**src/eec_pkg.sv**
```systemverilog
// ----------------------------------------------------------------
// Shared constants and carriers for the event counter channel
// ----------------------------------------------------------------
package eec_pkg;
   // Register byte offsets
   localparam logic [7:0] OFF_POWER = 8'h00;
   localparam logic [7:0] OFF_PRESCALE = 8'h04;
   localparam logic [7:0] OFF_MODE = 8'h08;
   localparam logic [7:0] OFF_FILTER = 8'h0C;
   localparam logic [7:0] OFF_OUTCTL = 8'h10;
   localparam logic [7:0] OFF_TRIGGER = 8'h14;
   localparam logic [7:0] OFF_RUN = 8'h18;
   localparam logic [7:0] OFF_RELOAD = 8'h1C;
   localparam logic [7:0] OFF_COUNT = 8'h20;
   localparam logic [7:0] OFF_CHSTAT = 8'h24;
   // Field positions
   localparam int START_BIT = 0;
   localparam int STOP_BIT = 1;
   localparam int PSC_SEL_W = 4;
   localparam int NUM_OPCLK = 4;
   // Reset values
   localparam logic [15:0] PRESCALE_RST = 16'h0000;
   localparam logic [15:0] RELOAD_RST = 16'hFFFF;
   localparam logic [15:0] COUNT_RST = 16'hFFFF;
   // Detection edge encodings
   localparam logic [1:0] EDGE_FALL = 2'h0;
   localparam logic [1:0] EDGE_RISE = 2'h1;
   localparam logic [1:0] EDGE_BOTH = 2'h2;
   // Samples that must agree before the filter moves
   localparam int NF_DEPTH = 3;

   // Channel mode fields
   typedef struct packed {
      logic [1:0] edge_sel;
      logic [1:0] clk_sel;
   } eec_mode_t;

   // Output control bits, value in bit 0
   typedef struct packed {
      logic style;
      logic polarity;
      logic enable;
      logic value;
   } eec_outctl_t;

   // APB request from the master
   typedef struct packed {
      logic psel;
      logic penable;
      logic pwrite;
      logic [7:0] paddr;
      logic [31:0] pwdata;
   } eec_apb_req_t;

   // APB answer to the master
   typedef struct packed {
      logic pready;
      logic pslverr;
      logic [31:0] prdata;
   } eec_apb_rsp_t;
endpackage

```
**src/eec_prescaler.sv**
```systemverilog
`timescale 1ns/1ps
// ----------------------------------------------------------------
// Four operation clock enables from one free running divider
// ----------------------------------------------------------------
module eec_prescaler #(
   parameter int CNT_W = 16,
   parameter int NCLK = 4,
   parameter int SEL_W = 4
) (
   input wire logic clk,
   input wire logic sys_rst,
   input wire logic run_en,
   input wire logic [NCLK*SEL_W-1:0] sel,
   output logic [NCLK-1:0] tick
);
   // Divider state, stopped and cleared while the unit is off
   logic [CNT_W-1:0] cnt_q;

   // True when the low n bits of c are all ones
   function automatic logic low_ones(input logic [CNT_W-1:0] c,
                                     input logic [SEL_W-1:0] n);
      logic r;
      r = 1'b1;
      for (int i = 0; i < CNT_W; i++) begin
         if (i < int'(n) && !c[i]) begin
            r = 1'b0;
         end
      end
      return r;
   endfunction

   // Divider count
   always_ff @(posedge clk or posedge sys_rst) begin
      if (sys_rst) begin
         cnt_q <= '0;
      end else if (!run_en) begin
         cnt_q <= '0;
      end else begin
         cnt_q <= cnt_q + 1'b1;
      end
   end

   // Tick i pulses once every 2^sel[i] cycles
   always_ff @(posedge clk or posedge sys_rst) begin
      if (sys_rst) begin
         tick <= '0;
      end else begin
         for (int k = 0; k < NCLK; k++) begin
            tick[k] <= run_en && low_ones(cnt_q, sel[k*SEL_W +: SEL_W]);
         end
      end
   end
endmodule // eec_prescaler

```
**src/eec_event_input.sv**
```systemverilog
`timescale 1ns/1ps
// ----------------------------------------------------------------
// Pin synchroniser, optional noise filter and edge detector
// ----------------------------------------------------------------
module eec_event_input #(
   parameter int DEPTH = 3
) (
   input wire logic clk,
   input wire logic sys_rst,
   input wire logic en,
   input wire logic pin_in,
   input wire logic op_tick,
   input wire logic filter_en,
   input wire logic [1:0] edge_sel,
   output logic edge_pulse
);
   import eec_pkg::*;
   logic sync1_q; // First stage, read only by sync2_q
   logic sync2_q;
   logic [DEPTH-1:0] hist_q; // Samples taken on the operation clock
   logic lvl_q; // Level after the filter
   logic lvl_d;
   logic rise;
   logic fall;

   // Two stage synchroniser for the asynchronous pin
   always_ff @(posedge clk or posedge sys_rst) begin
      if (sys_rst) begin
         sync1_q <= 1'b0;
         sync2_q <= 1'b0;
      end else begin
         sync1_q <= pin_in;
         sync2_q <= sync1_q;
      end
   end

   // Filter moves only when all samples agree; bypass follows pin
   always_comb begin
      lvl_d = lvl_q;
      if (!filter_en) begin
         lvl_d = sync2_q;
      end else if (&hist_q) begin
         lvl_d = 1'b1;
      end else if (~|hist_q) begin
         lvl_d = 1'b0;
      end
      rise = lvl_d && !lvl_q;
      fall = !lvl_d && lvl_q;
   end

   // Sampling on the operation clock, edge pulse for one cycle
   always_ff @(posedge clk or posedge sys_rst) begin
      if (sys_rst) begin
         hist_q <= '0;
         lvl_q <= 1'b0;
         edge_pulse <= 1'b0;
      end else if (!en) begin
         hist_q <= '0;
         lvl_q <= 1'b0;
         edge_pulse <= 1'b0;
      end else begin
         edge_pulse <= 1'b0;
         if (op_tick) begin
            hist_q <= {hist_q[DEPTH-2:0], sync2_q};
            lvl_q <= lvl_d;
            case (edge_sel)
               EDGE_FALL: edge_pulse <= fall;
               EDGE_RISE: edge_pulse <= rise;
               EDGE_BOTH: edge_pulse <= rise || fall;
               default: edge_pulse <= fall;
            endcase
         end
      end
   end
endmodule // eec_event_input

```
**src/eec_channel.sv**
```systemverilog
// The APB interface to the registers and the register addresses were chosen for this implementation.
`timescale 1ns/1ps
// Overview of operation
// - Power bit clear: clock stopped, writes ignored
// - Power bit set: clock runs, channel stopped
// - Prescaler register sets four operation clocks
// - Filter enable: 0 bypasses, 1 filters
// - Start trigger starts channel, reads zero
// - Start sets run status, counting begins
// - Start loads count, then awaits edge
// - Each valid edge decrements count
// - At zero: reload, interrupt, keep counting
// - Reload register writable while running
// - Count register readable at any time
// - Channel status register reads nothing
// - Stop trigger clears run status, self-clears
// - Stopped count holds its value
// - Power clear initialises every register
// - Output value 0 drives low, high when polarity is set
// - Output enable 0 blocks counting output
// - Output style 0 is master mode
// - Events per interrupt equal reload plus one
// - New reload value used at next reload
// ----------------------------------------------------------------
// Event counter channel with APB register slave
// ----------------------------------------------------------------
module eec_channel #(
   parameter int CNT_W = 16
) (
   input wire logic clk,
   input wire logic sys_rst,
   input eec_pkg::eec_apb_req_t apb_req,
   output eec_pkg::eec_apb_rsp_t apb_rsp,
   input wire logic channel_event_input_pin,
   output logic channel_output,
   output logic channel_interrupt_request,
   output logic channel_run_status
);
   import eec_pkg::*;

   // ----------------------------------------------------------------
   // Register state
   // ----------------------------------------------------------------
   logic unit_power_enable_bit; // Gates the whole unit
   logic [15:0] prescaler_q; // Four 4-bit divider selects
   eec_mode_t channel_mode_q; // Clock and edge select
   logic filter_q; // Noise filter enable
   eec_outctl_t outctl_q; // Output value, enable, polarity, style
   logic [CNT_W-1:0] reload_q; // Reload data register
   logic [CNT_W-1:0] count_q; // Down counter
   logic [NUM_OPCLK-1:0] op_ticks; // Operation clock enables
   logic op_tick; // Selected operation clock
   logic edge_pulse; // Valid input edge, one cycle
   logic start_wr; // Start trigger written
   logic stop_wr; // Stop trigger written
   logic wr_fire; // Write takes effect this edge
   logic rd_setup; // Read data is captured this edge
   logic [31:0] rd_data; // Decoded read value
   logic rd_hit; // Address is mapped
   logic reload_now; // Count reaches its end on this edge

   // Address compare, used by the write decodes and assertions below; the read mux uses a case
   function automatic logic at(input logic [7:0] off);
      return apb_req.paddr == off;
   endfunction

   // ----------------------------------------------------------------
   // APB slave
   // ----------------------------------------------------------------
   // The answer comes one cycle into the access phase; the write
   // lands on the same edge that the master samples pready high.
   assign wr_fire = apb_req.psel && apb_req.penable &&
                    apb_req.pwrite && apb_rsp.pready;
   assign rd_setup = apb_req.psel && apb_req.penable &&
                     !apb_rsp.pready;
   // Registers other than the power bit need the unit powered
   assign start_wr = wr_fire && unit_power_enable_bit &&
                     at(OFF_TRIGGER) &&
                     apb_req.pwdata[START_BIT];
   assign stop_wr = wr_fire && unit_power_enable_bit &&
                    at(OFF_TRIGGER) &&
                    apb_req.pwdata[STOP_BIT];

   // Read mux; trigger bits and channel status always read zero
   always_comb begin
      rd_data = 32'h0000_0000;
      rd_hit = 1'b1;
      case (apb_req.paddr)
         OFF_POWER: rd_data[0] = unit_power_enable_bit;
         OFF_PRESCALE: rd_data[15:0] = prescaler_q;
         OFF_MODE: rd_data[3:0] = channel_mode_q;
         OFF_FILTER: rd_data[0] = filter_q;
         OFF_OUTCTL: rd_data[3:0] = outctl_q;
         OFF_TRIGGER: rd_data = 32'h0000_0000;
         OFF_RUN: rd_data[0] = channel_run_status;
         OFF_RELOAD: rd_data[CNT_W-1:0] = reload_q;
         OFF_COUNT: rd_data[CNT_W-1:0] = count_q;
         OFF_CHSTAT: rd_data = 32'h0000_0000;
         default: rd_hit = 1'b0;
      endcase
   end

   // Answer register; unmapped addresses get pslverr
   always_ff @(posedge clk or posedge sys_rst) begin
      if (sys_rst) begin
         apb_rsp <= '0;
      end else begin
         apb_rsp.pready <= rd_setup;
         apb_rsp.pslverr <= rd_setup && !rd_hit;
         if (rd_setup) begin
            apb_rsp.prdata <= rd_data;
         end
      end
   end

   // ----------------------------------------------------------------
   // Power enable and configuration
   // ----------------------------------------------------------------
   // The power bit is always writable
   always_ff @(posedge clk or posedge sys_rst) begin
      if (sys_rst) begin
         unit_power_enable_bit <= 1'b0;
      end else if (wr_fire && at(OFF_POWER)) begin
         unit_power_enable_bit <= apb_req.pwdata[0];
      end
   end

   // Configuration held at reset value while powered off
   always_ff @(posedge clk or posedge sys_rst) begin
      if (sys_rst) begin
         prescaler_q <= PRESCALE_RST;
         channel_mode_q <= '0;
         filter_q <= 1'b0;
         reload_q <= RELOAD_RST;
      end else if (!unit_power_enable_bit) begin
         prescaler_q <= PRESCALE_RST;
         channel_mode_q <= '0;
         filter_q <= 1'b0;
         reload_q <= RELOAD_RST;
      end else if (wr_fire) begin
         if (at(OFF_PRESCALE)) begin
            prescaler_q <= apb_req.pwdata[15:0];
         end
         if (at(OFF_MODE)) begin
            channel_mode_q <= apb_req.pwdata[3:0];
         end
         if (at(OFF_FILTER)) begin
            filter_q <= apb_req.pwdata[0];
         end
         if (at(OFF_RELOAD)) begin
            reload_q <= apb_req.pwdata[CNT_W-1:0];
         end
      end
   end

   // ----------------------------------------------------------------
   // Operation clocks and input edges
   // ----------------------------------------------------------------
   // Divider runs only while the unit is powered
   eec_prescaler #(
      .CNT_W(16),
      .NCLK(NUM_OPCLK),
      .SEL_W(PSC_SEL_W)
   ) u_psc (
      .clk(clk),
      .sys_rst(sys_rst),
      .run_en(unit_power_enable_bit),
      .sel(prescaler_q),
      .tick(op_ticks)
   );

   assign op_tick = op_ticks[channel_mode_q.clk_sel];

   // Pin sampled on the chosen operation clock
   eec_event_input #(
      .DEPTH(NF_DEPTH)
   ) u_in (
      .clk(clk),
      .sys_rst(sys_rst),
      .en(unit_power_enable_bit),
      .pin_in(channel_event_input_pin),
      .op_tick(op_tick),
      .filter_en(filter_q),
      .edge_sel(channel_mode_q.edge_sel),
      .edge_pulse(edge_pulse)
   );

   // ----------------------------------------------------------------
   // Run control and counter
   // ----------------------------------------------------------------
   // Start wins over a stop written in the same cycle
   always_ff @(posedge clk or posedge sys_rst) begin
      if (sys_rst) begin
         channel_run_status <= 1'b0;
      end else if (!unit_power_enable_bit) begin
         channel_run_status <= 1'b0;
      end else if (start_wr) begin
         channel_run_status <= 1'b1;
      end else if (stop_wr) begin
         channel_run_status <= 1'b0;
      end
   end

   // Edges in the start cycle are dropped: the load comes first
   assign reload_now = channel_run_status && !start_wr &&
                       edge_pulse && count_q == '0;

   // Down counter; the reload value is read only at a load, so a
   // rewrite mid period shows up in the next period
   always_ff @(posedge clk or posedge sys_rst) begin
      if (sys_rst) begin
         count_q <= COUNT_RST;
      end else if (!unit_power_enable_bit) begin
         count_q <= COUNT_RST;
      end else if (start_wr) begin
         count_q <= reload_q;
      end else if (reload_now) begin
         count_q <= reload_q;
      end else if (channel_run_status && edge_pulse) begin
         count_q <= count_q - 1'b1;
      end
      // Otherwise the count is frozen, also after a stop
   end

   // One-cycle interrupt request at each reload from zero
   always_ff @(posedge clk or posedge sys_rst) begin
      if (sys_rst) begin
         channel_interrupt_request <= 1'b0;
      end else begin
         channel_interrupt_request <= reload_now;
      end
   end

   // ----------------------------------------------------------------
   // Output control
   // ----------------------------------------------------------------
   // Only master style is built, so style is stored but not used to
   // steer anything; counting toggles the value only when enabled.
   always_ff @(posedge clk or posedge sys_rst) begin
      if (sys_rst) begin
         outctl_q <= '0;
      end else if (!unit_power_enable_bit) begin
         outctl_q <= '0;
      end else if (wr_fire && at(OFF_OUTCTL)) begin
         outctl_q <= apb_req.pwdata[3:0];
      end else if (reload_now && outctl_q.enable) begin
         outctl_q.value <= !outctl_q.value;
      end
   end

   // Pin follows the value bit, inverted when polarity is set
   always_ff @(posedge clk or posedge sys_rst) begin
      if (sys_rst) begin
         channel_output <= 1'b0;
      end else if (!unit_power_enable_bit) begin
         channel_output <= 1'b0;
      end else begin
         channel_output <= outctl_q.value ^ outctl_q.polarity;
      end
   end

   // ----------------------------------------------------------------
   // Assertions
   // ----------------------------------------------------------------
   property p_clock_off;
      @(posedge clk) disable iff (sys_rst)
      !unit_power_enable_bit |=> op_ticks == '0;
   endproperty
   a_clock_off: assert property (p_clock_off)
      else $error("operation clock ticks while unit is off");

   property p_power_up_stopped;
      @(posedge clk) disable iff (sys_rst)
      $rose(unit_power_enable_bit) |-> !channel_run_status;
   endproperty
   a_power_up_stopped: assert property (p_power_up_stopped)
      else $error("channel running right after power up");

   property p_off_init;
      @(posedge clk) disable iff (sys_rst)
      !unit_power_enable_bit |=> reload_q == RELOAD_RST &&
         count_q == COUNT_RST && outctl_q == '0;
   endproperty
   a_off_init: assert property (p_off_init)
      else $error("registers not initialised while unit is off");

   property p_start;
      @(posedge clk) disable iff (sys_rst)
      start_wr |=> channel_run_status && count_q == $past(reload_q);
   endproperty
   a_start: assert property (p_start)
      else $error("start did not load count and run");

   property p_decrement;
      @(posedge clk) disable iff (sys_rst)
      channel_run_status && edge_pulse && !start_wr &&
      count_q != '0 |=> count_q == $past(count_q) - 16'h0001;
   endproperty
   a_decrement: assert property (p_decrement)
      else $error("count did not decrement on an edge");

   property p_reload_irq;
      @(posedge clk) disable iff (sys_rst)
      channel_run_status && edge_pulse && !start_wr &&
      count_q == '0 |=> channel_interrupt_request &&
         count_q == $past(reload_q);
   endproperty
   a_reload_irq: assert property (p_reload_irq)
      else $error("no reload and interrupt at zero");

   property p_stop;
      @(posedge clk) disable iff (sys_rst)
      stop_wr && !start_wr |=> !channel_run_status;
   endproperty
   a_stop: assert property (p_stop)
      else $error("stop did not clear run status");

   property p_frozen;
      @(posedge clk) disable iff (sys_rst)
      !channel_run_status && !start_wr && unit_power_enable_bit
      |=> $stable(count_q);
   endproperty
   a_frozen: assert property (p_frozen)
      else $error("count moved while stopped");

   property p_out_blocked;
      @(posedge clk) disable iff (sys_rst)
      !outctl_q.enable && !(wr_fire && at(OFF_OUTCTL)) &&
      unit_power_enable_bit |=> $stable(outctl_q.value);
   endproperty
   a_out_blocked: assert property (p_out_blocked)
      else $error("output changed by counting while disabled");

   property p_count_read;
      @(posedge clk) disable iff (sys_rst)
      rd_setup && at(OFF_COUNT) |=> apb_rsp.pready &&
         apb_rsp.prdata[15:0] == $past(count_q);
   endproperty
   a_count_read: assert property (p_count_read)
      else $error("count read returned wrong value");

   property p_trig_reads_zero;
      @(posedge clk) disable iff (sys_rst)
      rd_setup && (at(OFF_TRIGGER) || at(OFF_CHSTAT))
      |=> apb_rsp.prdata == 32'h0000_0000;
   endproperty
   a_trig_reads_zero: assert property (p_trig_reads_zero)
      else $error("trigger or status register read nonzero");
endmodule // eec_channel

```
**config.mk**
```make
export PLATFORM = sky130hd
export DESIGN_NAME = eec_channel
export DESIGN_NICKNAME = d
export VERILOG_FILES = /design/src/eec_pkg.sv /design/src/eec_prescaler.sv /design/src/eec_event_input.sv /design/src/eec_channel.sv
export SDC_FILE = /design/constraint.sdc
export NUM_CORES = 1
export LEC_CHECK = 0
export ABC_AREA = 1
export BUFFER_PORTS_ARGS = -buffer_cell sky130_fd_sc_hd__buf_2
export CAP_MARGIN = 20
export CORE_MARGIN = 10
export CORE_UTILIZATION = 35
export CTS_CLUSTER_DIAMETER = 60
export DETAILED_ROUTE_END_ITERATION = 6
export PLACE_DENSITY = 0.65
export SYNTH_ARGS = -nofsm -noshare
export SYNTH_HDL_FRONTEND = slang
export SYNTH_SLANG_ARGS = --single-unit
```
**constraint.sdc**
```tcl
create_clock -name clk -period 2.89 [get_ports clk]
set_input_delay 0 -clock clk [delete_from_list [all_inputs] [get_ports clk]]
set_output_delay 0 -clock clk [all_outputs]
set_load 0.03 [all_outputs]
```
==> metrics.txt, run 1 <==
status=complete, no violations; CP most frequent cell=nand2_1; Worst Path Required=3190 ps; RD Place Congestion=0.921; P_int=2.33 mW; via/cell ratio=5.05; Design Power=3.05 mW; crit end category=flop; Die W=152 µm; yosys warns=0; Max Clock Skew=10.1 ps; Worst Setup Path Type=flop to flop; top cells by area, synth=dfrtp_1, nand2_1, dfstp_2, o21ai_0, nor2_1; crit path DAT=2410 ps; Fmax achieved=473 MHz; Routed wire per std cell=15.6 µm; DR iter-0 viols=546; Compound-Gate Fraction of Synth Area=15.5%; Period Utilization, post-route=73.1%; Cell Pwr Density=432 mW/mm²; ratio of cells with drive above 1 in the final layout=12.4%; Die Y=152 µm; Layout fillers=1859; Mapped Cells=864; largest family of logic cells by synthesized area=simple AND/OR/NAND/NOR gates; placed wire-length estimate=13100 µm; CP Cell Sequence=inv_1 > ha_1 > nand2_1 > nor2_1 > nand3_2 > nand2_1 > inv_1 > nand2_1 > nand3_1 > nand2_1 > inv_1; clock slew at reported path FFs=70 ps; slew margin rel.=48.2%; vias in the first global route=5518; GRT Residual Overflow=0; crit-path max cell delay=380 ps; Multi-input gate area=0.00288 mm²; register area=0.00267 mm²; Clock Latency Late Sink=370 ps; Sum Neg Setup Slack=0 ps; drt first pass iters=7; clk root buf=clkbuf_16; crit path time final=2110 ps; Final Hold Fails=0; TritonCTS clock tree=done; placed cell areas=0.00655 mm²; Post-Synth Adder-Cell Area=1.23%; Via Count=5873; post-synth top area share=29.9%; clk sinks=105; RSZ-0062 raised after global routing=false; Total Wirelength=18100 µm; area of the mapped netlist=0.00610 mm²; Comb power frac=6.3%; pre-CTS setup slack=833 ps; HP Class=primary input to flop; initial antenna violation count=1; DRC Markers=0; Hold WS=97.2 ps; pin count of the biggest net entering global routing=83; switching part of the total power=23.7%; Ports=83; buffer and inverter count on the worst path=3; Crit path max-delay family=simple AND/OR/NAND/NOR gates; initial core utilization=35.5%; Leak=3.26 nW; post-synthesis mux area share=0%; share of flip-flops with an asynchronous set or reset=100%; ant diodes=0; cell area after layout=0.00706 mm²; Pins Over Slew Limit=0; final setup margin=778 ps; Primary FF master, synth=dfrtp_1; CP Max Fanout=10; most common cell in the netlist=nand2_1; VDD IR max=0.307 mV; Post-Synth XOR/XNOR Area=0.574%; CTS HTree Levels=3; Final ANT Viol Nets=0; hold buffers post-CTS=18; Num CTS Buffers=9; post-synthesis sequential area ratio=43.7%; All-Layer GR Usage=15.3%; Reg power frac=49.0%; Mean Syn Cell Area=7.06 µm²; input/output buffers=50; # Max-Cap Violations=0; die area=0.0231 mm²; Area Overhead vs Synth=15.6%; Psw=721 µW; post-synth top area cell=dfrtp_1; row cnt=48; Clk network pwr share=44.7%; core area=0.0172 mm²; final number of setup-violating endpoints=0; Yosys reg bits=105; Worst-Margin Slew=771 ps; Synth Area in Simple Gates=28.9%; final net count=984; top post-synthesis cells by count=nand2_1, nor2_1, inv_1; Post-CTS Setup Bufs=0; first-pass GRT wire length=29200 µm; number of buffers on the longest clock path=2; post-CTS sizing=0; CP max stage cell=dfstp_2; EDFF count, synth=0; startpoint type of the worst setup path=flop; Distinct cells, synth=34
==> power by group through the flow <==
stage | logic (mW) | clock network [mW] | registers, mW
2_1_floorplan | 0.103 | 0 | 1.54
3_3_place_gp | 0.175 | 0 | 1.52
3_5_place_dp | 0.175 | 0 | 1.52
4_1_cts | 0.195 | 1.39 | 1.49
5_1_grt | 0.213 | 1.44 | 1.49
6_report | 0.192 | 1.36 | 1.49
==> layer usage <==
metal,global-route usage (%),share of wire [%]
met5,0,0
met4,5.64,2.1
met3,2.57,6.5
met2,22.8,42
met1,21.7,49
==> worst reg2reg max path, stage by stage (launching register included) <==
cell     delay (ps)
dfstp_2         380
inv_1           110
ha_1            250
nand2_1         140
nor2_1          180
nand3_2         270
nand2_1         360
inv_1           100
nand2_1          90
nand3_1          60
nand2_1          80
inv_1            40
==> sequential cells by signal, indices dropped and copies added, names as in the netlist, 3 cells and up <==
signal / flops
apb_rsp: 18
u_psc.cnt_q: 15
count_q: 16
channel_mode_q: 4
u_psc.tick: 4
reload_q: 16
prescaler_q: 16
u_in.hist_q: 3
outctl_q: 4
==> final timing paths <==
check / slack, ps / end / from / cells after the start
worst max-delay path: 780 / count_q[11] / count_q[0] / 11
worst min-delay path: 100 / apb_rsp[32] / apb_req[37] / 4
worst max register to register: 780 / count_q[11] / count_q[0] / 11
worst min register to register: 350 / u_in.sync2_q / u_in.sync1_q / 0
max in group asynchronous: 1940 / count_q[15] / sys_rst / 4
min in group asynchronous: 160 / prescaler_q[2] / sys_rst / 3
==> cell families after synthesis <==
| group | after synthesis |
|---|---|
| AOI/OAI and AO/OA | 173 |
| xor gates and xnor gates | 4 |
| adders and majority gates | 6 |
| buffers and inverters | 142 |
| DFF | 105 |
| other | 1 |
| and+or+nand+nor | 433 |
==> layout by cell type, fill, tap and decap left out, drive strengths merged, types with 6 or more instances in the layout <==
cell	count
nand2	230
nor2	128
inv	107
o21ai	94
dfrtp	73
buf	57
nand3	55
a21oi	48
dfstp	32
dlygate4sd3	18
conb	16
nor3	16
clkbuf	12
a22oi	8
o22ai	7
ha	6
==> metrics by stage <==
| stage | utilization (%) | std cells |
|---|---|---|
| after global placement | 38.1 | 1128 |
| final | 41.1 | 1162 |
| after detailed placement | 38.1 | 1128 |
| after CTS | 41.1 | 1162 |
| after global routing | 41.1 | 1162 |
| after floorplan | - | 879 |
==> cell type report <==
class	instances	area share [%]
clock buffers	12	3.49
clock inverters	4	1.08
inverters	109	5.83
multi-input cells	632	40.8
flip-flops and latches	105	37.8
well taps	225	3.99
repair buffers	75	7.02
Power figures use the tool's default switching activity.
==> run 2: changes to the inputs <==
- clock period: 2.89 -> 1.75 ns (I/O delays scaled with it)
==> run 2 against run 1 <==
Compared with the run above:
- critical endpoint is now count_q[10]
- final area grew 4.7%
- combinational power grew 69%
- fmax grew 29%
- critical path type unchanged
- clock power grew 58%
==> metrics.txt, run 2 (synthesized netlist as in run 1, its figures left out) <==
status=complete, no violations (unchanged); Via Count=5989 (was 5873); Die W=152 µm (unchanged); VDD IR max=0.481 mV (was 0.307 mV); Worst Setup Path Type=flop to flop (unchanged); ratio of cells with drive above 1 in the final layout=16.8% (was 12.4%); initial antenna violation count=0 (was 1); Ports=83 (unchanged); Max Clock Skew=10.3 ps (was 10.1 ps); Routed wire per std cell=15.5 µm (was 15.6 µm); Worst-Margin Slew=590 ps (was 771 ps); row cnt=48 (unchanged); non-filler cells, final=1198 (was 1162); Die Y=152 µm (unchanged); Worst Path Required=2040 ps (was 3190 ps); DRC Markers=0 (unchanged); Worst R2R Setup Slack=110 ps (was 780 ps); vias in the first global route=5694 (was 5518); Design Power=4.94 mW (was 3.05 mW); share of the core filled with cells=43.0% (was 41.1%); Comb power frac=6.6% (was 6.3%); Area Overhead vs Synth=21.1% (was 15.6%); crit end category=flop (unchanged); largest reg by FF count=apb_rsp (unchanged); register area=0.00267 mm² (about the same); first-pass GRT wire length=30100 µm (was 29200 µm); CP Max Fanout=7 (was 10); Psw=1.23 mW (was 721 µW); most common cell after layout, fill and taps aside=nand2_1 (unchanged); Reg power frac=49.9% (was 49.0%); ant diodes=0 (unchanged); Clk network pwr share=43.6% (was 44.7%); Pins Over Slew Limit=0 (unchanged); # Max-Cap Violations=0 (unchanged); GRT Residual Overflow=0 (unchanged); Num CTS Buffers=9 (unchanged); Cells on Worst Hold Path=5 (was 4); final number of setup-violating endpoints=0 (unchanged); Crit path max-delay family=simple AND/OR/NAND/NOR gates (unchanged); Final ANT Viol Nets=0 (unchanged); Hold WS=128 ps (was 97.2 ps); crit-path max cell delay=370 ps (was 380 ps); placed cell areas=0.00679 mm² (was 0.00655 mm²); placed wire-length estimate=13600 µm (was 13100 µm); crit path time final=1640 ps (was 2110 ps); final net count=1020 (was 984); Worst Reg-to-Reg Cells=11 (unchanged); Multi-input gate area=0.00294 mm² (was 0.00288 mm²); die area=0.0231 mm² (unchanged); RD Place Congestion=0.915 (was 0.921); RSZ-0062 raised after global routing=true (was false); Cell Pwr Density=669 mW/mm² (was 432 mW/mm²); crit path DAT=1930 ps (was 2410 ps); Total Wirelength=18600 µm (was 18100 µm); Leak=3.43 nW (was 3.26 nW); input/output buffers=50 (unchanged); Crit path depth=11 (unchanged); cell area after layout=0.00739 mm² (was 0.00706 mm²); DR iter-0 viols=572 (was 546); Placed Cells=1160 (was 1128); core area=0.0172 mm² (unchanged); Period Utilization, post-route=93.5% (was 73.1%); Fmax achieved=611 MHz (was 473 MHz); HP Class=primary input to flop (unchanged); commonest cells after routing, fill and taps aside=nand2_1, nor2_1, inv_1, o21ai_0, dfrtp_1 (unchanged); drt first pass iters=5 (was 7); Layout fillers=1797 (was 1859); Final Hold Fails=0 (unchanged); clk root buf=clkbuf_16 (unchanged); P_int=3.71 mW (was 2.33 mW); via/cell ratio=5.00 (was 5.05); clock slew at reported path FFs=80 ps (was 70 ps); All-Layer GR Usage=15.7% (was 15.3%); pin count of the biggest net entering global routing=106 (was 83); CP Cell Sequence=inv_1 > ha_4 > nand2_1 > nor2_1 > nand3_2 > buf_6 > buf_4 > nand3_1 > nand3_1 > nand2_1 > inv_1 (was inv_1 > ha_1 > nand2_1 > nor2_1 > nand3_2 > nand2_1 > inv_1 > nand2_1 > nand3_1 > nand2_1 > inv_1); TritonCTS clock tree=done (unchanged); initial core utilization=35.5% (unchanged); startpoint type of the worst setup path=flop (unchanged); slew margin rel.=60.7% (was 48.2%); switching part of the total power=25.0% (was 23.7%); CTS HTree Levels=3 (unchanged); number of buffers on the longest clock path=2 (unchanged); buffer and inverter count on the worst path=4 (was 3); Clock Latency Late Sink=360 ps (was 370 ps); CP max stage cell=dfstp_2 (unchanged); max reg flops=18 (unchanged); clk sinks=105 (unchanged)
-- run 2: cell type report --
class                   instances  area share (%)
inverters                     109            5.59
flip-flops and latches        105            36.1
clock buffers                  11            3.29
clock inverters                 5           0.864
multi-input cells             633            39.8
repair buffers                110            10.5
well taps                     225            3.81
-- run 2: worst paths after layout --
kind,from,end
min in group asynchronous,sys_rst,u_in.edge_pulse
setup / recovery,count_q[0],count_q[10]
hold reg to reg,u_in.sync1_q,u_in.sync2_q
setup reg to reg,count_q[0],count_q[10]
max in group asynchronous,sys_rst,apb_rsp[7]
hold / removal,apb_req[33],apb_rsp[32]
-- run 2: what timing repair did --
action	in CTS	in global routing
setup buffers	0	3
pin swaps	0	6
endpoints found under the setup margin	6	42
gates resized for setup	2	15
hold buffers	18	0
cloned	0	1
hold endpoints to repair	104	0
-- run 2: through the flow --
stage               TNS (ps)  setup slack [ps]
finish                     0               114
global route           -10.2             -8.24
CTS                        0              44.7
detailed placement         0              7.97
global placement           0              58.2
floorplan                  0               110
-- run 2: metal layers --
layer | vias up | global-route usage (%) | routed length [µm]
li1 | 2962 | - | -
met3 | 25 | 3.08 | 1280
met1 | 2800 | 22.6 | 8930
met2 | 202 | 23.0 | 8080
met4 | 0 | 4.68 | 297
met5 | - | 0 | 0
-- run 2: power groups by stage --
stage / clock [mW] / combinational, mW / sequential (mW)
3_3_place_gp: 0 / 0.294 / 2.51
4_1_cts: 2.18 / 0.327 / 2.46
6_report: 2.15 / 0.325 / 2.46
2_1_floorplan: 0 / 0.170 / 2.54
5_1_grt: 2.28 / 0.360 / 2.47
3_5_place_dp: 0 / 0.296 / 2.51
-- run 2: worst register-to-register path: cells and delay by family, from the launching register on --
kind | cells | cell delay, ps
DFF | 1 | 370
adders and majority gates | 1 | 170
buffers and inverters | 4 | 440
and+or+nand+nor | 6 | 600
